`src/hdl/pin_sync_defs.vh`:
```
// Purpose: register map, field positions, reset values and codes for
//          the pin, sync and fault control block
// Assumes: plain strobe register port, one 50 MHz clock
// Notes:   definitions only
`ifndef PIN_SYNC_DEFS_VH
`define PIN_SYNC_DEFS_VH

// register offsets
`define ADDR_IO_PIN_CONFIG 8'h06
`define ADDR_IRQ_STATUS 8'h08
`define ADDR_IRQ_MASK 8'h09
`define ADDR_SEQ_MODE 8'h0A
`define ADDR_SEQ_STATE 8'h0B

// io_pin_config layout
`define IO_PIN_CONFIG_RST 16'h0800
`define BIT_RESERVED 15
`define BIT_PD_SWITCH 14
`define BIT_EXTRA_OUT_EN 13
`define BIT_MUX_CTRL_EN 12
`define BIT_SYNC_EN 11
`define FAULT_MODE_HI 10
`define FAULT_MODE_LO 9
`define BIT_FAULT_DATA 8

// fault pin function codes
`define FAULT_OFF 2'h0
`define FAULT_INPUT 2'h1
`define FAULT_OPEN_DRAIN 2'h2
`define FAULT_GP_OUT 2'h3

// seq_mode layout
`define BIT_DEFERRED 0
`define SETTLE_HI 15
`define SETTLE_LO 8
`define SEQ_MODE_RST 16'h0000

// interrupt event bits
`define IRQ_PASS_DONE 0
`define IRQ_SYNC_LOW 1
`define IRQ_CONV_ERR 2
`define IRQ_CHAN_SWITCH 3
`define IRQ_W 4

// synchroniser idle levels
`define PIN_IDLE 2'h3

`endif

```
`src/hdl/pin_sync3.v`:
```
// Purpose: three-stage input synchroniser with agreement filter
// Assumes: inputs are asynchronous pins
// Notes:   output moves only once stages two and three agree
`timescale 1ns/100ps
module pin_sync3 #(
    parameter W = 2,
    parameter [W-1:0] RST_VAL = {W{1'b1}}
) (
    input wire i_clk_sys, // system clock
    input wire i_rst, // async reset, active high
    input wire i_ce, // clock enable
    input wire [W-1:0] i_pin, // raw pin levels
    output reg [W-1:0] o_level_q // filtered level
);
    genvar g;
    generate
        for (g = 0; g < W; g = g + 1) begin : bit_sync
            reg s1_q;
            reg s2_q;
            reg s3_q;
            // first stage feeds only the second, to contain metastability
            always @(posedge i_clk_sys or posedge i_rst) begin
                if (i_rst) begin
                    s1_q <= RST_VAL[g];
                    s2_q <= RST_VAL[g];
                    s3_q <= RST_VAL[g];
                    o_level_q[g] <= RST_VAL[g];
                end else if (i_ce) begin
                    s1_q <= i_pin[g];
                    s2_q <= s1_q;
                    s3_q <= s2_q;
                    if (s2_q == s3_q) begin
                        o_level_q[g] <= s3_q;
                    end
                end
            end
        end
    endgenerate
endmodule

```
`src/hdl/settle_timer.v`:
```
// Purpose: counts the settling delay after an external mux switch
// Assumes: one start pulse per switch
// Notes:   a new start restarts the count; zero length still takes
//          two cycles so the done pulse is always registered
`timescale 1ns/100ps
module settle_timer #(
    parameter DW = 8
) (
    input wire i_clk_sys, // system clock
    input wire i_rst, // async reset, active high
    input wire i_ce, // clock enable
    input wire i_start, // start pulse
    input wire [DW-1:0] i_len, // delay in clock cycles
    output reg o_done_q // one-cycle done pulse
);
    reg [DW-1:0] cnt_q;
    reg busy_q;

    // down counter with registered completion
    always @(posedge i_clk_sys or posedge i_rst) begin
        if (i_rst) begin
            cnt_q <= {DW{1'b0}};
            busy_q <= 1'b0;
            o_done_q <= 1'b0;
        end else if (i_ce) begin
            o_done_q <= 1'b0;
            if (i_start) begin
                cnt_q <= i_len;
                busy_q <= 1'b1;
            end else if (busy_q) begin
                if (cnt_q == {DW{1'b0}}) begin
                    busy_q <= 1'b0;
                    o_done_q <= 1'b1;
                end else begin
                    cnt_q <= cnt_q - 1'b1;
                end
            end
        end
    end
endmodule

```
`src/hdl/pin_sync_error_control.v`:
```
// Purpose: config register, channel sequencer with external mux
//          select, sync input handling and fault pin control
// Assumes: conversion core on the same clock reports i_conv_done
// Notes:   register bits 7..0 of the config word are not held here
//
// The strobed register port was decided locally.
`timescale 1ns/100ps
`include "pin_sync_defs.vh"
module pin_sync_error_control #(
    parameter NCH = 16,
    parameter CW = 4,
    parameter PW = 4,
    parameter EW = 4,
    parameter DW = 8
) (
    input wire i_clk_sys, // system clock, 50 MHz
    input wire i_rst, // async reset, active high
    input wire i_ce, // clock enable, freezes state when low
    input wire [7:0] i_addr, // register address
    input wire [15:0] i_wdata, // register write data
    input wire i_wr, // write strobe
    input wire i_rd, // read strobe
    output reg [15:0] o_rdata, // read data, cycle after strobe
    input wire [NCH-1:0] i_chan_enable, // per-channel enables
    input wire [NCH*PW-1:0] i_chan_pair, // per-channel input pair
    input wire i_conv_done, // conversion finished pulse
    input wire i_other_error, // other converter error sources
    input wire [EW-1:0] i_status_errors, // other status error bits
    input wire i_sync_n, // sync pin, low active
    input wire i_fault_pin_in, // fault pin level
    output reg o_fault_pin_out, // fault pin drive level
    output reg o_fault_pin_oe_n, // fault pin drive enable, low
    output reg o_power_down_switch_on, // power-down switch sink
    output reg o_general_pin_zero, // general pin zero level
    output reg o_general_pin_one, // general pin one level
    output reg o_general_pins_oe_n, // general pins drive, low
    output reg o_extra_output_two, // extra output two level
    output reg o_extra_output_three, // extra output three level
    output reg o_extra_outputs_oe_n, // extra outputs drive, low
    output reg [CW-1:0] o_active_chan, // active channel index
    output reg [PW-1:0] o_ain_pair, // input pair of active channel
    output reg o_conv_start, // start conversion pulse
    output reg o_conv_reset, // hold modulator and filter
    output reg o_conv_error, // converter error status bit
    output reg o_irq // level interrupt
);
    // sequencer states
    localparam [3:0] ST_IDLE = 4'h1;
    localparam [3:0] ST_SETTLE = 4'h2;
    localparam [3:0] ST_CONV = 4'h4;
    localparam [3:0] ST_WAIT = 4'h8;

    // held config bits 14..8; bit 15 reads zero
    reg [6:0] cfg_q;
    reg [15:0] seq_mode_q;
    reg [`IRQ_W-1:0] irq_status_q;
    reg [`IRQ_W-1:0] irq_mask_q;
    reg [3:0] state_q;
    reg [CW-1:0] chan_q;
    reg settle_go_q;
    reg sync_n_prev_q;
    reg conv_err_prev_q;
    wire [1:0] pins_s;
    wire sync_n_s;
    wire fault_s;
    wire settle_done;
    wire [15:0] cfg_word;
    wire pd_switch;
    wire extra_en;
    wire mux_en;
    wire sync_en;
    wire [1:0] fault_mode;
    wire fault_data;
    wire deferred_eff;
    wire hold_reset;
    wire any_enabled;
    wire any_error;
    wire [DW-1:0] settle_len;
    reg [CW-1:0] chan_next;
    reg [CW-1:0] chan_first;
    reg wrap_next;
    reg [`IRQ_W-1:0] irq_event;
    // reset image, cut to the held bits 14..8 on purpose
    localparam [15:0] CFG_RST = `IO_PIN_CONFIG_RST;
    reg conv_err_d;
    reg [15:0] rdata_d;

    // both pins come from outside the clock domain
    pin_sync3 #(
        .W(2),
        .RST_VAL(`PIN_IDLE)
    ) u_pin_sync (
        .i_clk_sys(i_clk_sys),
        .i_rst(i_rst),
        .i_ce(i_ce),
        .i_pin({i_sync_n, i_fault_pin_in}),
        .o_level_q(pins_s)
    );
    assign sync_n_s = pins_s[1];
    assign fault_s = pins_s[0];

    // config field decode
    assign cfg_word = {1'b0, cfg_q, 8'h00};
    assign pd_switch = cfg_word[`BIT_PD_SWITCH];
    assign extra_en = cfg_word[`BIT_EXTRA_OUT_EN];
    assign mux_en = cfg_word[`BIT_MUX_CTRL_EN];
    assign sync_en = cfg_word[`BIT_SYNC_EN];
    assign fault_mode = cfg_word[`FAULT_MODE_HI:`FAULT_MODE_LO];
    assign fault_data = cfg_word[`BIT_FAULT_DATA];

    // deferred mode only makes sense with two or more channels enabled
    assign deferred_eff = seq_mode_q[`BIT_DEFERRED] &
        (|(i_chan_enable & (i_chan_enable - 1'b1)));
    assign hold_reset = sync_en & ~deferred_eff & ~sync_n_s;
    assign any_enabled = |i_chan_enable;
    assign any_error = o_conv_error | (|i_status_errors);

    // settle delay only matters when an external mux was switched
    assign settle_len = mux_en ?
        seq_mode_q[`SETTLE_HI:`SETTLE_LO] : {DW{1'b0}};

    settle_timer #(
        .DW(DW)
    ) u_settle (
        .i_clk_sys(i_clk_sys),
        .i_rst(i_rst),
        .i_ce(i_ce),
        .i_start(settle_go_q),
        .i_len(settle_len),
        .o_done_q(settle_done)
    );

    // next enabled channel after chan_q, wrapping within NCH entries
    always @* begin : find_next
        integer i;
        integer idx;
        reg found;
        i = 0;
        idx = 0;
        found = 1'b0;
        chan_next = chan_q;
        wrap_next = 1'b0;
        for (i = 1; i <= NCH; i = i + 1) begin
            idx = chan_q + i;
            if (idx >= NCH) begin
                idx = idx - NCH;
            end
            if (!found && i_chan_enable[idx]) begin
                found = 1'b1;
                chan_next = idx[CW-1:0];
                wrap_next = (idx <= chan_q);
            end
        end
    end

    // lowest enabled channel, where each pass begins
    always @* begin : find_first
        integer j;
        reg hit;
        j = 0;
        hit = 1'b0;
        chan_first = {CW{1'b0}};
        for (j = 0; j < NCH; j = j + 1) begin
            if (!hit && i_chan_enable[j]) begin
                hit = 1'b1;
                chan_first = j[CW-1:0];
            end
        end
    end

    // sequencer; sync either holds it in reset or defers a switch
    always @(posedge i_clk_sys or posedge i_rst) begin
        if (i_rst) begin
            state_q <= ST_IDLE;
            chan_q <= {CW{1'b0}};
            settle_go_q <= 1'b0;
            o_conv_start <= 1'b0;
            o_conv_reset <= 1'b0;
        end else if (i_ce) begin
            settle_go_q <= 1'b0;
            o_conv_start <= 1'b0;
            o_conv_reset <= hold_reset;
            if (hold_reset || !any_enabled) begin
                state_q <= ST_IDLE;
            end else begin
                case (state_q)
                    ST_IDLE: begin
                        chan_q <= chan_first;
                        settle_go_q <= 1'b1;
                        state_q <= ST_SETTLE;
                    end
                    ST_SETTLE: begin
                        if (settle_done) begin
                            o_conv_start <= 1'b1;
                            state_q <= ST_CONV;
                        end
                    end
                    ST_CONV: begin
                        if (i_conv_done) begin
                            if (deferred_eff && !sync_n_s) begin
                                state_q <= ST_WAIT;
                            end else begin
                                chan_q <= chan_next;
                                settle_go_q <= 1'b1;
                                state_q <= ST_SETTLE;
                            end
                        end
                    end
                    ST_WAIT: begin
                        if (sync_n_s) begin
                            chan_q <= chan_next;
                            settle_go_q <= 1'b1;
                            state_q <= ST_SETTLE;
                        end
                    end
                    default: begin
                        state_q <= ST_IDLE;
                    end
                endcase
            end
        end
    end

    // converter error: in input mode the inverted fault input joins the other sources
    always @* begin
        conv_err_d = i_other_error;
        if (fault_mode == `FAULT_INPUT) begin
            conv_err_d = i_other_error | ~fault_s;
        end
    end

    // interrupt events
    always @* begin
        irq_event = {`IRQ_W{1'b0}};
        irq_event[`IRQ_PASS_DONE] = state_q[2] & i_conv_done & wrap_next &
            ~hold_reset;
        irq_event[`IRQ_SYNC_LOW] = sync_en & sync_n_prev_q & ~sync_n_s;
        irq_event[`IRQ_CONV_ERR] = conv_err_d & ~conv_err_prev_q;
        irq_event[`IRQ_CHAN_SWITCH] = settle_go_q;
    end

    // register writes; a new event beats a clear in the same cycle
    always @(posedge i_clk_sys or posedge i_rst) begin
        if (i_rst) begin
            cfg_q <= CFG_RST[14:8];
            seq_mode_q <= `SEQ_MODE_RST;
            irq_status_q <= {`IRQ_W{1'b0}};
            irq_mask_q <= {`IRQ_W{1'b0}};
            sync_n_prev_q <= 1'b1;
            conv_err_prev_q <= 1'b0;
        end else if (i_ce) begin
            sync_n_prev_q <= sync_n_s;
            conv_err_prev_q <= conv_err_d;
            if (i_wr && i_addr == `ADDR_IO_PIN_CONFIG) begin
                cfg_q <= i_wdata[14:8];
            end
            if (i_wr && i_addr == `ADDR_SEQ_MODE) begin
                seq_mode_q <= i_wdata;
            end
            if (i_wr && i_addr == `ADDR_IRQ_MASK) begin
                irq_mask_q <= i_wdata[`IRQ_W-1:0];
            end
            if (i_wr && i_addr == `ADDR_IRQ_STATUS) begin
                irq_status_q <= (irq_status_q & ~i_wdata[`IRQ_W-1:0]) |
                    irq_event;
            end else begin
                irq_status_q <= irq_status_q | irq_event;
            end
        end
    end

    // read mux; the data bit shows the pin while it is an input
    always @* begin
        rdata_d = 16'h0000;
        case (i_addr)
            `ADDR_IO_PIN_CONFIG: begin
                rdata_d = cfg_word;
                if (fault_mode == `FAULT_INPUT) begin
                    rdata_d[`BIT_FAULT_DATA] = fault_s;
                end
            end
            `ADDR_IRQ_STATUS: rdata_d[`IRQ_W-1:0] = irq_status_q;
            `ADDR_IRQ_MASK: rdata_d[`IRQ_W-1:0] = irq_mask_q;
            `ADDR_SEQ_MODE: rdata_d = seq_mode_q;
            `ADDR_SEQ_STATE: begin
                rdata_d[CW-1:0] = chan_q;
                rdata_d[8] = o_conv_error;
                rdata_d[9] = ~sync_n_s;
                rdata_d[10] = o_conv_reset;
                rdata_d[11] = state_q[3];
            end
            default: rdata_d = 16'h0000;
        endcase
    end

    // read data stands only in the cycle after the strobe
    always @(posedge i_clk_sys or posedge i_rst) begin
        if (i_rst) begin
            o_rdata <= 16'h0000;
        end else if (i_ce) begin
            o_rdata <= i_rd ? rdata_d : 16'h0000;
        end
    end

    // pin outputs all registered so no decode glitches reach pins
    always @(posedge i_clk_sys or posedge i_rst) begin
        if (i_rst) begin
            o_fault_pin_out <= 1'b0;
            o_fault_pin_oe_n <= 1'b1;
            o_power_down_switch_on <= 1'b0;
            o_general_pin_zero <= 1'b0;
            o_general_pin_one <= 1'b0;
            o_general_pins_oe_n <= 1'b1;
            o_extra_output_two <= 1'b0;
            o_extra_output_three <= 1'b0;
            o_extra_outputs_oe_n <= 1'b1;
            o_active_chan <= {CW{1'b0}};
            o_ain_pair <= {PW{1'b0}};
            o_conv_error <= 1'b0;
            o_irq <= 1'b0;
        end else if (i_ce) begin
            o_power_down_switch_on <= pd_switch;
            o_active_chan <= chan_q;
            o_ain_pair <= i_chan_pair[chan_q*PW +: PW];
            o_conv_error <= conv_err_d;
            o_irq <= |(irq_status_q & irq_mask_q);
            // select lines follow the channel in the same cycle
            o_general_pins_oe_n <= ~mux_en;
            o_general_pin_zero <= mux_en & chan_q[0];
            o_general_pin_one <= mux_en & chan_q[1];
            o_extra_outputs_oe_n <= ~(extra_en | mux_en);
            o_extra_output_two <= mux_en & chan_q[2];
            o_extra_output_three <= mux_en & chan_q[3];
            case (fault_mode)
                `FAULT_OPEN_DRAIN: begin
                    o_fault_pin_out <= 1'b0;
                    o_fault_pin_oe_n <= ~any_error;
                end
                `FAULT_GP_OUT: begin
                    o_fault_pin_out <= fault_data;
                    o_fault_pin_oe_n <= 1'b0;
                end
                default: begin
                    o_fault_pin_out <= 1'b0;
                    o_fault_pin_oe_n <= 1'b1;
                end
            endcase
        end
    end
endmodule

```
`config.mk`:
```
export PLATFORM = sky130hd
export DESIGN_NAME = pin_sync_error_control
export DESIGN_NICKNAME = d
export VERILOG_FILES = /design/src/hdl/pin_sync3.v /design/src/hdl/settle_timer.v /design/src/hdl/pin_sync_error_control.v
export VERILOG_INCLUDE_DIRS = /design/src /design/src/hdl
export SDC_FILE = /design/constraint.sdc
export NUM_CORES = 1
export LEC_CHECK = 0
export BUFFER_PORTS_ARGS = -buffer_cell sky130_fd_sc_hd__buf_2
export CAP_MARGIN = 20
export CELL_PAD_IN_SITES_DETAIL_PLACEMENT = 1
export CELL_PAD_IN_SITES_GLOBAL_PLACEMENT = 2
export CORE_MARGIN = 5
export CORE_UTILIZATION = 39
export CTS_BUF_LIST = sky130_fd_sc_hd__clkbuf_8
export CTS_CLUSTER_SIZE = 20
export DETAILED_ROUTE_END_ITERATION = 8
export PLACE_DENSITY = 0.88
export SYNTH_ARGS = -nofsm -noshare
export SYNTH_HDL_FRONTEND = slang
export SYNTH_SLANG_ARGS = --single-unit
```
`constraint.sdc`:
```
create_clock -name i_clk_sys -period 7.52 [get_ports i_clk_sys]
set_input_delay 0.376 -clock i_clk_sys [delete_from_list [all_inputs] [get_ports i_clk_sys]]
set_output_delay 0.376 -clock i_clk_sys [all_outputs]
set_load 0.05 [all_outputs]
```
# After elaboration in Yosys (flattened, before gate mapping)
# Cells that the tools add are included.
dict set report classes {
  addsub 34
  n_lt_le_gt_ge 48
  n_eq_ne 21
  n_shift 1
  mux 179
  bitwise_logic 31
  reduce_logical 83
}
# operator count
set op_table {}
lappend op_table {{$le 32x4->1} 16}
lappend op_table {{$lt 32x6->1 const B} 16}
lappend op_table {{$mux 32} 16}
lappend op_table {{$mux 4} 40}
lappend op_table {{$mux 1} 95}
lappend op_table {{$sub 5x5->6 const B} 15}
lappend op_table {{$ge 5x5->1 const B} 15}
lappend op_table {{$bmux 1 s4} 16}
lappend op_table {{$shiftx 64x7->4} 1}
lappend op_table {{$add 4x4->5 const B} 8}
lappend op_table {{$logic_and 1x1->1} 35}
lappend op_table {{$eq 8x4->1 const B} 4}
lappend op_table {{$logic_not 1->1} 32}
lappend op_table {{$mux 8} 4}
lappend op_table {{$pmux 4 s4} 2}
lappend op_table {{$reduce_or 16->1} 2}
lappend op_table {{$pmux 4 s3} 2}
lappend op_table {{$add 4x3->5 const B} 4}
lappend op_table {{$and 16x16->16} 1}
lappend op_table {{$mux 16} 1}
lappend op_table {{$sub 16x1->16 const B} 1}
lappend op_table {{$and 1x1->1} 13}
lappend op_table {{$add 4x2->5 const B} 2}
lappend op_table {{$reduce_and 2->1} 5}
lappend op_table {{33 further kinds} 51}
dict set report word_totals {
  regBits 96
  inputBits 117
  output_inout_bits 37
  elab_cells 432
}

# Longest topological paths before layout
# Gate-level depths: netlist of the first run.
dict set report logic_depth {
  ltp_word 56
  ltp_mapped 17
  depth_no_buf 14
}

# Modules after synthesis
# A second synthesis of the first run with hierarchy kept.
dict set report hier_totals {
  cells_unflattened 772
  area_unflattened_um2 7810.0
}
# mod instances cells_per_inst area_each_um2 seq_area_each_um2
set modules_own_cells {}
lappend modules_own_cells {pin_sync_error_control 1 680 6821.5 1959.4}
lappend modules_own_cells {settle_timer 1 70 650.6 250.2}
lappend modules_own_cells {pin_sync3 1 22 337.8 210.2}

# Worst setup path before layout of the first run
# Ideal clock, no wire load.
dict set report synth_timing {
  path_type {reg-to-reg}
  from {register chan_q[0]}
  to {register chan_q[2]}
  setup_ns 0.077
  t_arrival_ns 4.091
  required_time_ns 7.443
  path_slack_ns 3.352
  path_stages_with_launch 18
  path_buffers 3
  period_less_slack_ns 4.168
  path_cell_list {dfrtp_1 buf_6 buf_4 clkinv_1 ha_1 inv_1 ha_1 buf_4 mux4_2 mux2i_1 mux2i_2 nor4_2 nand4_4 nor4b_1 or4_4 or4_4 and3_1 a21oi_1}
}
dict set report synth_via {
  elab_chain_len 55
  elab_cells_between_ends 177
  cone_classes {add/sub (32); order compare (16); mux (99); reduce/logical (30)}
}
# item line_no
set synth_rtl {}
lappend synth_rtl {{start: declaration} pin_sync_error_control.v:59} ;# reg [CW-1:0] chan_q;
lappend synth_rtl {{start signal: assignment} pin_sync_error_control.v:175} ;# chan_q <= {CW{1'b0}};
lappend synth_rtl {{start signal: assignment} pin_sync_error_control.v:188} ;# chan_q <= chan_first;
lappend synth_rtl {{start signal: assignment} pin_sync_error_control.v:203} ;# chan_q <= chan_next;
lappend synth_rtl {{$add 4x1->5} pin_sync_error_control.v:144} ;# idx = chan_q + i;
lappend synth_rtl {{$sub 5x5->6 / $ge 5x5->1 (equally long branches)} {pin_sync_error_control.v:146, pin_sync_error_control.v:145}}
lappend synth_rtl {{$mux 32} pin_sync_error_control.v:145} ;# if (idx >= NCH) begin
lappend synth_rtl {{$bmux 1 s4} pin_sync_error_control.v:148} ;# if (!found && i_chan_enable[idx]) begin
lappend synth_rtl {{$mux 1 (not written as such) (2 in a row)} pin_sync_error_control.v:148}
lappend synth_rtl {{$mux 1} pin_sync_error_control.v:148}
lappend synth_rtl {{$logic_not 1->1} pin_sync_error_control.v:148}
lappend synth_rtl {{$logic_and 1x1->1} pin_sync_error_control.v:148}
lappend synth_rtl {{(+38 left out)} n/a}
lappend synth_rtl {{$logic_and 1x1->1} pin_sync_error_control.v:148}
lappend synth_rtl {{$mux 1} pin_sync_error_control.v:148}
lappend synth_rtl {{$logic_not 1->1} pin_sync_error_control.v:148}
lappend synth_rtl {{$logic_and 1x1->1} pin_sync_error_control.v:148}
lappend synth_rtl {{$mux 4 (*)} pin_sync_error_control.v:148}
lappend synth_rtl {{$mux 4} pin_sync_error_control.v:200} ;# if (deferred_eff && !sync_n_s) begin
lappend synth_rtl {{$mux 4} pin_sync_error_control.v:199} ;# if (i_conv_done) begin
lappend synth_rtl {{$pmux 4 s3 (*)} pin_sync_error_control.v:186} ;# case (state_q)
# Every way passes the cells marked *; elsewhere a longest branch is shown, timed or not. The select of a mux whose other input is x is not followed.
# A chain may end at the register's enable or synchronous reset.

# Final worst setup path of the first run
dict set report layout_timing {
  from {register chan_q[1]}
  to {register chan_q[2]}
}
# The elaborated chain is that of the path after synthesis.

==> summary.txt, run 1 <==
Status
  • Status: finished, final reports clean

CTS
  • Total clock sinks: 96
  • Clk_lat worst skew: 0.38 ns
  • Setup bufs post-CTS: 0
  • Worst-case clock buffer depth: 2
  • Root buf cell: clkbuf_8
  • CTS Buf Count: 9
  • Clk slew on worst S/H paths: 0.10 ns
  • H-tree levels: 3
  • CTS tree: built

Timing
  • Clk_skew: 0.0110 ns
  • Total negative slack: 0 ns
  • RSZ-0062 raised after global routing: false
  • Minimum clock period: 5.42 ns
  • Setup ws final: 2.10 ns
  • Fin crit share: 72.1%
  • Final hold violation count: 0
  • Min Hold Slack: 0.221 ns
  • Worst rel slew slack: 36.6%
  • Tightest Pin Transition: 0.950 ns
  • Fmax: 184 MHz
  • Max Slew Vio Count: 0
  • Final setup vio count: 0

Global route
  • Initial antenna violation count: 0
  • First-pass GRT wire length: 41200 um
  • Vias in the first global route: 7580
  • GRT overflow: 0
  • Largest net degree at the start of global routing: 82
  • Tot GR Track Use: 21.8%

Route
  • DR vias/cell: 5.97
  • Starting DRT DRC Count: 530
  • TritonRoute pass-1 iters: 5
  • DRC viols: 0
  • Via count: 7167
  • Routed WL: 25800 um
  • Post-route ant nets: 0
  • Wirelength per Cell: 21.5 um

Yosys
  • Ys flop type: dfrtp_1
  • Mapped Area: 7840 sq um
  • Warning count from the yosys run: 0
  • Post-synthesis average cell area: 9.68 sq um
  • Seq cells post-synth: 96
  • Most common cell in the netlist: dfrtp_1
  • Synth top area cells: dfrtp_1 (26%), mux4_2 (15%), mux2_2 (7.6%)
  • Cells after Synth: 810
  • Share of the synthesized area in the top cell type: 26.2%
  • Unique masters post-synth: 86
  • Mapped Nets: 949
  • Post-synthesis sequential area ratio: 30.9%
  • Number of synthesized flops with an enable pin: 0
  • Commonest cells post-synth: dfrtp_1 (82), nand2_1 (68), nor2_1 (64)
  • Yosys top cell by area: dfrtp_1
  • Async set-reset flop share out of synthesis: 100%

Critical path
  • WP data required: 7.83 ns
  • Arr. time, crit path: 5.73 ns
  • Crit Path Max Fanout: 37
  • Kind of critical path: reg2reg
  • Endpoint class of the critical path: flop
  • Crit start category: flop

Job
  • Max-cap violations: 0

Power
  • Clock power share: 9.3%
  • Gate power share: 73.0%
  • NetSw: 1.98 mW
  • Max IR drop VDD: 0.188 mV
  • Pint: 1.83 mW
  • Final Power: 3.81 mW
  • Sw frac: 52.0%
  • Sequential cell fraction of total power: 17.7%
  • LEAKAGE: 3.83 nW
  • Pwr dens: 424 nW/um^2

Placed design
  • GPL Wtd Cong: 0.923
  • DP HPWL: 19600 um
  • DP Area: 8740 sq um
  • Input/output buffers: 153
  • Dpl ws: 2.26 ns
  • Placed cells: 1181

Layout
  • Nets@finish: 1070
  • Antenna Cells: 0
  • Final Instance Count excl. Fillers: 1201
  • Synth-to-Final Area Change: 14.6%
  • Final Util: 45.7%
  • Final Cell Area: 8990 sq um
  • Share of cells above drive strength 1: 35.0%

Floorplanning
  • Die ar.: 23000 sq um
  • Core region area: 19700 sq um
  • Die Y: 152 um
  • Rows: 51
  • Initial Utilization: 39.9%
  • Die X-Extent: 152 um
  • Num ports: 154

Worst hold path
  • Worst Hold Class: in2reg
-- state kept, by name (all words and copies together), names as in the netlist, 4 cells and up --
signal          cells
seq_mode_q         16
chan_q              4
u_settle.cnt_q      8
o_ain_pair          4
state_q             4
cfg_q               7
o_active_chan       4
irq_status_q        4
o_rdata            16
irq_mask_q          4
-- logic make-up (layout without fill, tap and decap cells) --
logic type | after synthesis | in the layout | share of synthesized area (%)
simple gates | 255 | 255 | 16.8
mux | 129 | 129 | 25.6
compound gates | 199 | 199 | 16.7
flops | 96 | 96 | 30.9
fa+ha+maj | 25 | 25 | 3.89
xor+xnor | 7 | 7 | 0.877
buf+inv | 99 | 225 | 5.38
-- area by class of cell --
type / count / area (sq um)
clock buffers: 9 / 124
well taps: 265 / 332
multi-input cells: 615 / 5000
inverters: 46 / 175
flip-flops and latches: 96 / 2420
repair buffers: 163 / 858
fillers: 2352 / 10700
clock inverters: 7 / 76.3
-- power groups by stage --
| stage | registers [mW] | clock network [mW] | logic, mW |
|---|---|---|---|
| 5_1_grt | 0.687 | 0.389 | 2.99 |
| 2_1_floorplan | 0.751 | 0 | 2.02 |
| 3_3_place_gp | 0.681 | 0 | 2.72 |
| 4_1_cts | 0.674 | 0.362 | 2.74 |
| 3_5_place_dp | 0.683 | 0 | 2.73 |
| 6_report | 0.675 | 0.353 | 2.78 |
-- path summary, 6_finish.rpt --
check                              startpoint                end  slack [ns]  depth (start not counted)
setup / recovery                    chan_q[1]          chan_q[2]        2.10                         12
hold / removal             i_status_errors[2]   o_fault_pin_oe_n        0.22                          4
setup reg to reg                    chan_q[1]          chan_q[2]        2.10                         12
hold reg to reg                 seq_mode_q[6]         o_rdata[6]        0.50                          2
max in group asynchronous               i_rst           cfg_q[3]        6.08                          5
min in group asynchronous               i_rst  o_general_pin_one        0.45                          3
-- repair_timing --
item	in CTS	in global routing
hold buffers	1	0
endpoints found under the setup margin	0	0
hold endpoints to repair	15	0
gates resized for setup	0	0
-- placed cells by master, fill, tap and decap left out, types with 7 or more instances in the layout --
cell | synthesis | layout
inv_1 | 44 | 44
mux2i_1 | 22 | 22
clkbuf_8 | 0 | 9
buf_2 | 6 | 154
o21ai_0 | 59 | 59
dfrtp_1 | 82 | 81
dfstp_2 | 14 | 14
nor2_1 | 64 | 64
nor3_1 | 18 | 18
a31oi_1 | 8 | 8
mux2_2 | 53 | 53
o22ai_1 | 8 | 8
ha_1 | 22 | 22
nor2b_1 | 8 | 8
nor4_1 | 10 | 10
a21oi_1 | 46 | 46
or3_1 | 10 | 10
nand3_1 | 20 | 20
nand2_1 | 68 | 68
mux4_2 | 51 | 51
nand2b_1 | 9 | 9
a22oi_1 | 7 | 7
-- critical path: stages, from the launching register on --
cell       delay [ns]
dfrtp_1          0.33
buf_4            0.44
inv_1            0.31
ha_1             1.00
mux4_2           0.68
mux4_2           0.60
nor2_2           0.26
nand3_1          0.36
nor4_1           0.42
nor4_1           0.12
a2111oi_0        0.48
o21ai_0          0.17
a21oi_1          0.17
-- per-layer routing --
| metal | GRT usage (%) | part of all wire, % |
|---|---|---|
| met4 | 4.67 | 1.7 |
| met2 | 35.3 | 47 |
| met5 | 0 | 0 |
| met3 | 5.88 | 7.0 |
| met1 | 29.5 | 45 |
(Power assumes the default switching activity.)
==> run 2: changes to the inputs <==
--- a/config.mk
+++ b/config.mk
@@ -6,16 +6,17 @@
 export SDC_FILE = /design/constraint.sdc
 export NUM_CORES = 1
 export LEC_CHECK = 0
+export ABC_AREA = 1
 export BUFFER_PORTS_ARGS = -buffer_cell sky130_fd_sc_hd__buf_2
 export CAP_MARGIN = 20
 export CELL_PAD_IN_SITES_DETAIL_PLACEMENT = 1
 export CELL_PAD_IN_SITES_GLOBAL_PLACEMENT = 2
 export CORE_MARGIN = 5
-export CORE_UTILIZATION = 39
+export CORE_UTILIZATION = 31
 export CTS_BUF_LIST = sky130_fd_sc_hd__clkbuf_8
 export CTS_CLUSTER_SIZE = 20
 export DETAILED_ROUTE_END_ITERATION = 8
-export PLACE_DENSITY = 0.88
+export PLACE_DENSITY = 0.82
 export SYNTH_ARGS = -nofsm -noshare
 export SYNTH_HDL_FRONTEND = slang
 export SYNTH_SLANG_ARGS = --single-unit
==> constraint.sdc (replaced) <==
create_clock -name i_clk_sys -period 5.1 [get_ports i_clk_sys]
set_input_delay 0.255 -clock i_clk_sys [delete_from_list [all_inputs] [get_ports i_clk_sys]]
set_output_delay 0.255 -clock i_clk_sys [all_outputs]
set_load 0.05 [all_outputs]
==> summary.txt, run 2 <==
Status
  • Status: finished, final reports clean

Layout
  • Most common cell after layout, fill and taps aside: nand2_1
  • Synth-to-Final Area Change: 17.7%
  • Nets@finish: 1366 (+28%)
  • Antenna Cells: 0 (unchanged)
  • Register area: 2420 sq um (unchanged)
  • Multi-input gate area: 4220 sq um (-16%)
  • Share of cells above drive strength 1: 20.5% (-15 points)
  • Largest regs: o_rdata (16), seq_mode_q (16), u_settle.cnt_q (8)
  • Final Instance Count excl. Fillers: 1551 (+29%)
  • Fillers: 3081 (+31%)
  • Commonest non-fill, non-tap cells in the layout: nand2_1 (269), buf_2 (153), o21ai_0 (130)
  • Final Util: 36.9% (-8.8 points)

Power
  • Pwr dens: 574 nW/um^2 (+36%)
  • Gate power share: 68.5% (-4.5 points)
  • Clock power share: 11.5% (+2.2 points)
  • LEAKAGE: 4.32 nW (+13%)
  • Sw frac: 56.6% (+4.5 points)
  • Max IR drop VDD: 0.425 mV (+130%)
  • Sequential cell fraction of total power: 20.0% (+2.3 points)
  • NetSw: 2.81 mW (+42%)
  • Pint: 2.16 mW (+18%)
  • Final Power: 4.96 mW (+30%)

CTS
  • Setup bufs post-CTS: 0 (unchanged)
  • Clk_lat worst skew: 0.38 ns (about the same)
  • Post-CTS sizing: 0 (unchanged)
  • H-tree levels: 3 (unchanged)
  • CTS Buf Count: 9 (unchanged)
  • Worst-case clock buffer depth: 2 (unchanged)
  • Clk slew on worst S/H paths: 0.11 ns (about the same)
  • Total clock sinks: 96 (unchanged)
  • CTS tree: built
  • Root buf cell: clkbuf_8

Critical path
  • Delay of the slowest critical-path stage: 0.66 ns (-0.34 ns)
  • Arr. time, crit path: 4.46 ns (-1.27 ns)
  • Slowest cell on crit path: dfrtp_2
  • Kind of critical path: reg2reg
  • Cells along the critical path: buf_4 -> ha_1 -> ha_1 -> inv_1 -> nand3_1 -> nand3_1 -> nand2_4 -> nand2_2 -> nor2_4 -> nand2_2 -> nor2_4 -> nand3_2 -> nor2_4 -> nand2_2 -> nor4_2 -> a21oi_1 -> nand2_1 -> nand2_1 -> nand2_1 -> nand2_1 -> nand2_1 -> nand2_1 -> nand2_1 -> nand2_1
  • Endpoint class of the critical path: flop
  • WP data required: 5.36 ns (-2.47 ns)
  • Crit start category: flop
  • Crit Path Max Fanout: 32 (-14%)
  • CP most frequent cell: nand2_1

Yosys
  • Ys flop type: dfrtp_1
  • Post-synthesis sequential area ratio: 33.0% (+2.1 points)
  • Number of synthesized flops with an enable pin: 0 (unchanged)
  • Unique masters post-synth: 61 (-29%)
  • Cells after Synth: 1089 (+34%)
  • Mapped Area: 7340 sq um (-6.4%)
  • Share of the synthesized area in the top cell type: 28.0% (+1.8 points)
  • Warning count from the yosys run: 0 (unchanged)
  • Commonest cells post-synth: nand2_1 (269), o21ai_0 (130), inv_1 (123)
  • Post-synthesis average cell area: 6.74 sq um (-30%)
  • Most common cell in the netlist: nand2_1
  • Yosys top cell by area: dfrtp_1
  • Mapped Nets: 1228 (+29%)
  • Seq cells post-synth: 96 (unchanged)
  • Async set-reset flop share out of synthesis: 100% (unchanged)
  • Synth top area cells: dfrtp_1 (28%), nand2_1 (14%), o21ai_0 (8.9%)

Floorplanning
  • Initial Utilization: 31.4% (-8.5 points)
  • Die Y: 164 um (+7.9%)
  • Num ports: 154 (unchanged)
  • Rows: 56 (+9.8%)
  • Die ar.: 26900 sq um (+17%)
  • Die X-Extent: 164 um (+7.9%)
  • Core region area: 23400 sq um (+19%)

Worst hold path
  • Worst Hold Class: in2reg

Timing
  • Final hold violation count: 0 (unchanged)
  • Clk_skew: 0.0170 ns (+0.00599 ns)
  • Worst rel slew slack: 39.3% (+2.7 points)
  • Total negative slack: 0 ns (unchanged)
  • Max Slew Vio Count: 0 (unchanged)
  • Minimum clock period: 4.20 ns (-1.23 ns)
  • Fmax: 238 MHz (+29%)
  • Final setup vio count: 0 (unchanged)
  • Fin crit share: 82.3% (+10 points)
  • Tightest Pin Transition: 0.908 ns (-0.0428 ns)
  • RSZ-0062 raised after global routing: false

Route
  • Via count: 7973 (+11%)
  • Starting DRT DRC Count: 456 (-14%)
  • Routed WL: 28200 um (+9.3%)
  • DR vias/cell: 5.14 (-14%)
  • DRC viols: 0 (unchanged)
  • Wirelength per Cell: 18.2 um (-15%)
  • TritonRoute pass-1 iters: 5 (unchanged)
  • Post-route ant nets: 0 (unchanged)

Global route
  • First-pass GRT wire length: 43900 um (+6.5%)
  • Initial antenna violation count: 1 (+1)
  • Largest net degree at the start of global routing: 53 (-35%)
  • Vias in the first global route: 7941 (+4.8%)
  • Tot GR Track Use: 20.8% (-1.0 points)
  • GRT overflow: 0 (unchanged)

Placed design
  • DP HPWL: 22300 um (+14%)
  • Placed cells: 1534 (+30%)
  • GPL Wtd Cong: 0.907 (-1.8%)
  • Input/output buffers: 153 (unchanged)

Job
  • Max-cap violations: 0 (unchanged)
## run 2: layout make-up
type | count | area share (%)
clock buffers | 9 | 1.43
clock inverters | 7 | 1.17
inverters | 136 | 5.95
multi-input cells | 818 | 48.8
flip-flops and latches | 96 | 28.0
well taps | 319 | 4.62
repair buffers | 166 | 10.0
## run 2: timing repair
item	CTS	global route
endpoints found under the hold margin	33	0
setup endpoints to repair	0	0
hold buffers	1	0
## run 2: cells by family (layout without fill, tap and decap cells)
logic type	Yosys count	count (layout)	share of synthesized area, %
flip-flops	96	96	33.0
multiplexers	6	6	0.903
adder cells (fa/ha/maj)	23	23	3.89
XOR/XNOR	2	2	0.239
AND/OR/NAND/NOR	556	556	33.2
AO/OA/AOI/OAI	231	231	19.2
buffers and inverters	175	318	9.61
## run 2: worst max-delay path, delay by kind of cell (launching register included)
family          cells  cell delay (ns)
simple gates       19             2.05
flops               1             0.66
buf+inv             2             0.66
fa+ha+maj           2             0.59
compound gates      1             0.08
## run 2: power by group through the flow
stage / sequential [mW] / clock (mW) / combinational (mW)
detailed placement: 1.01 / 0 / 3.37
global placement: 1.00 / 0 / 3.36
floorplan: 1.08 / 0 / 2.31
finish: 0.991 / 0.571 / 3.40
CTS: 0.992 / 0.594 / 3.39
global route: 1.01 / 0.621 / 3.79
## run 2: path summary, 6_finish.rpt
check	start	end	slack, ns	cells past startpoint
max	chan_q[0]	chan_q[2]	0.90	24
min	i_fault_pin_in	u_pin_sync.bit_sync[0].s1_q	0.1	3
max reg2reg	chan_q[0]	chan_q[2]	0.90	24
min reg2reg	u_pin_sync.bit_sync[0].s1_q	u_pin_sync.bit_sync[0].s1_q	0.47	2
max in group asynchronous	i_rst	chan_q[0]	3.50	4
min in group asynchronous	i_rst	o_ain_pair[0]	0.48	3
## run 2: routing by layer
| layer | global-route usage, % | up-vias | share of wire (%) |
|---|---|---|---|
| met5 | 0 | - | 0.046 |
| met1 | 28.7 | 3833 | 47 |
| met4 | 3.51 | 2 | 1.3 |
| li1 | - | 3928 | - |
| met3 | 3.16 | 25 | 4.6 |
| met2 | 35.0 | 185 | 47 |
## run 2: stage by stage
stage	cell area, sq um	hold WS (ns)	setup WS, ns
2_1_floorplan	7340	0.351	1.42
3_3_place_gp	8410	0.353	1.05
3_5_place_dp	8410	0.357	0.939
4_1_cts	8640	0.0750	0.913
5_1_grt	8640	0.0746	0.492
6_report	8640	0.0977	0.904
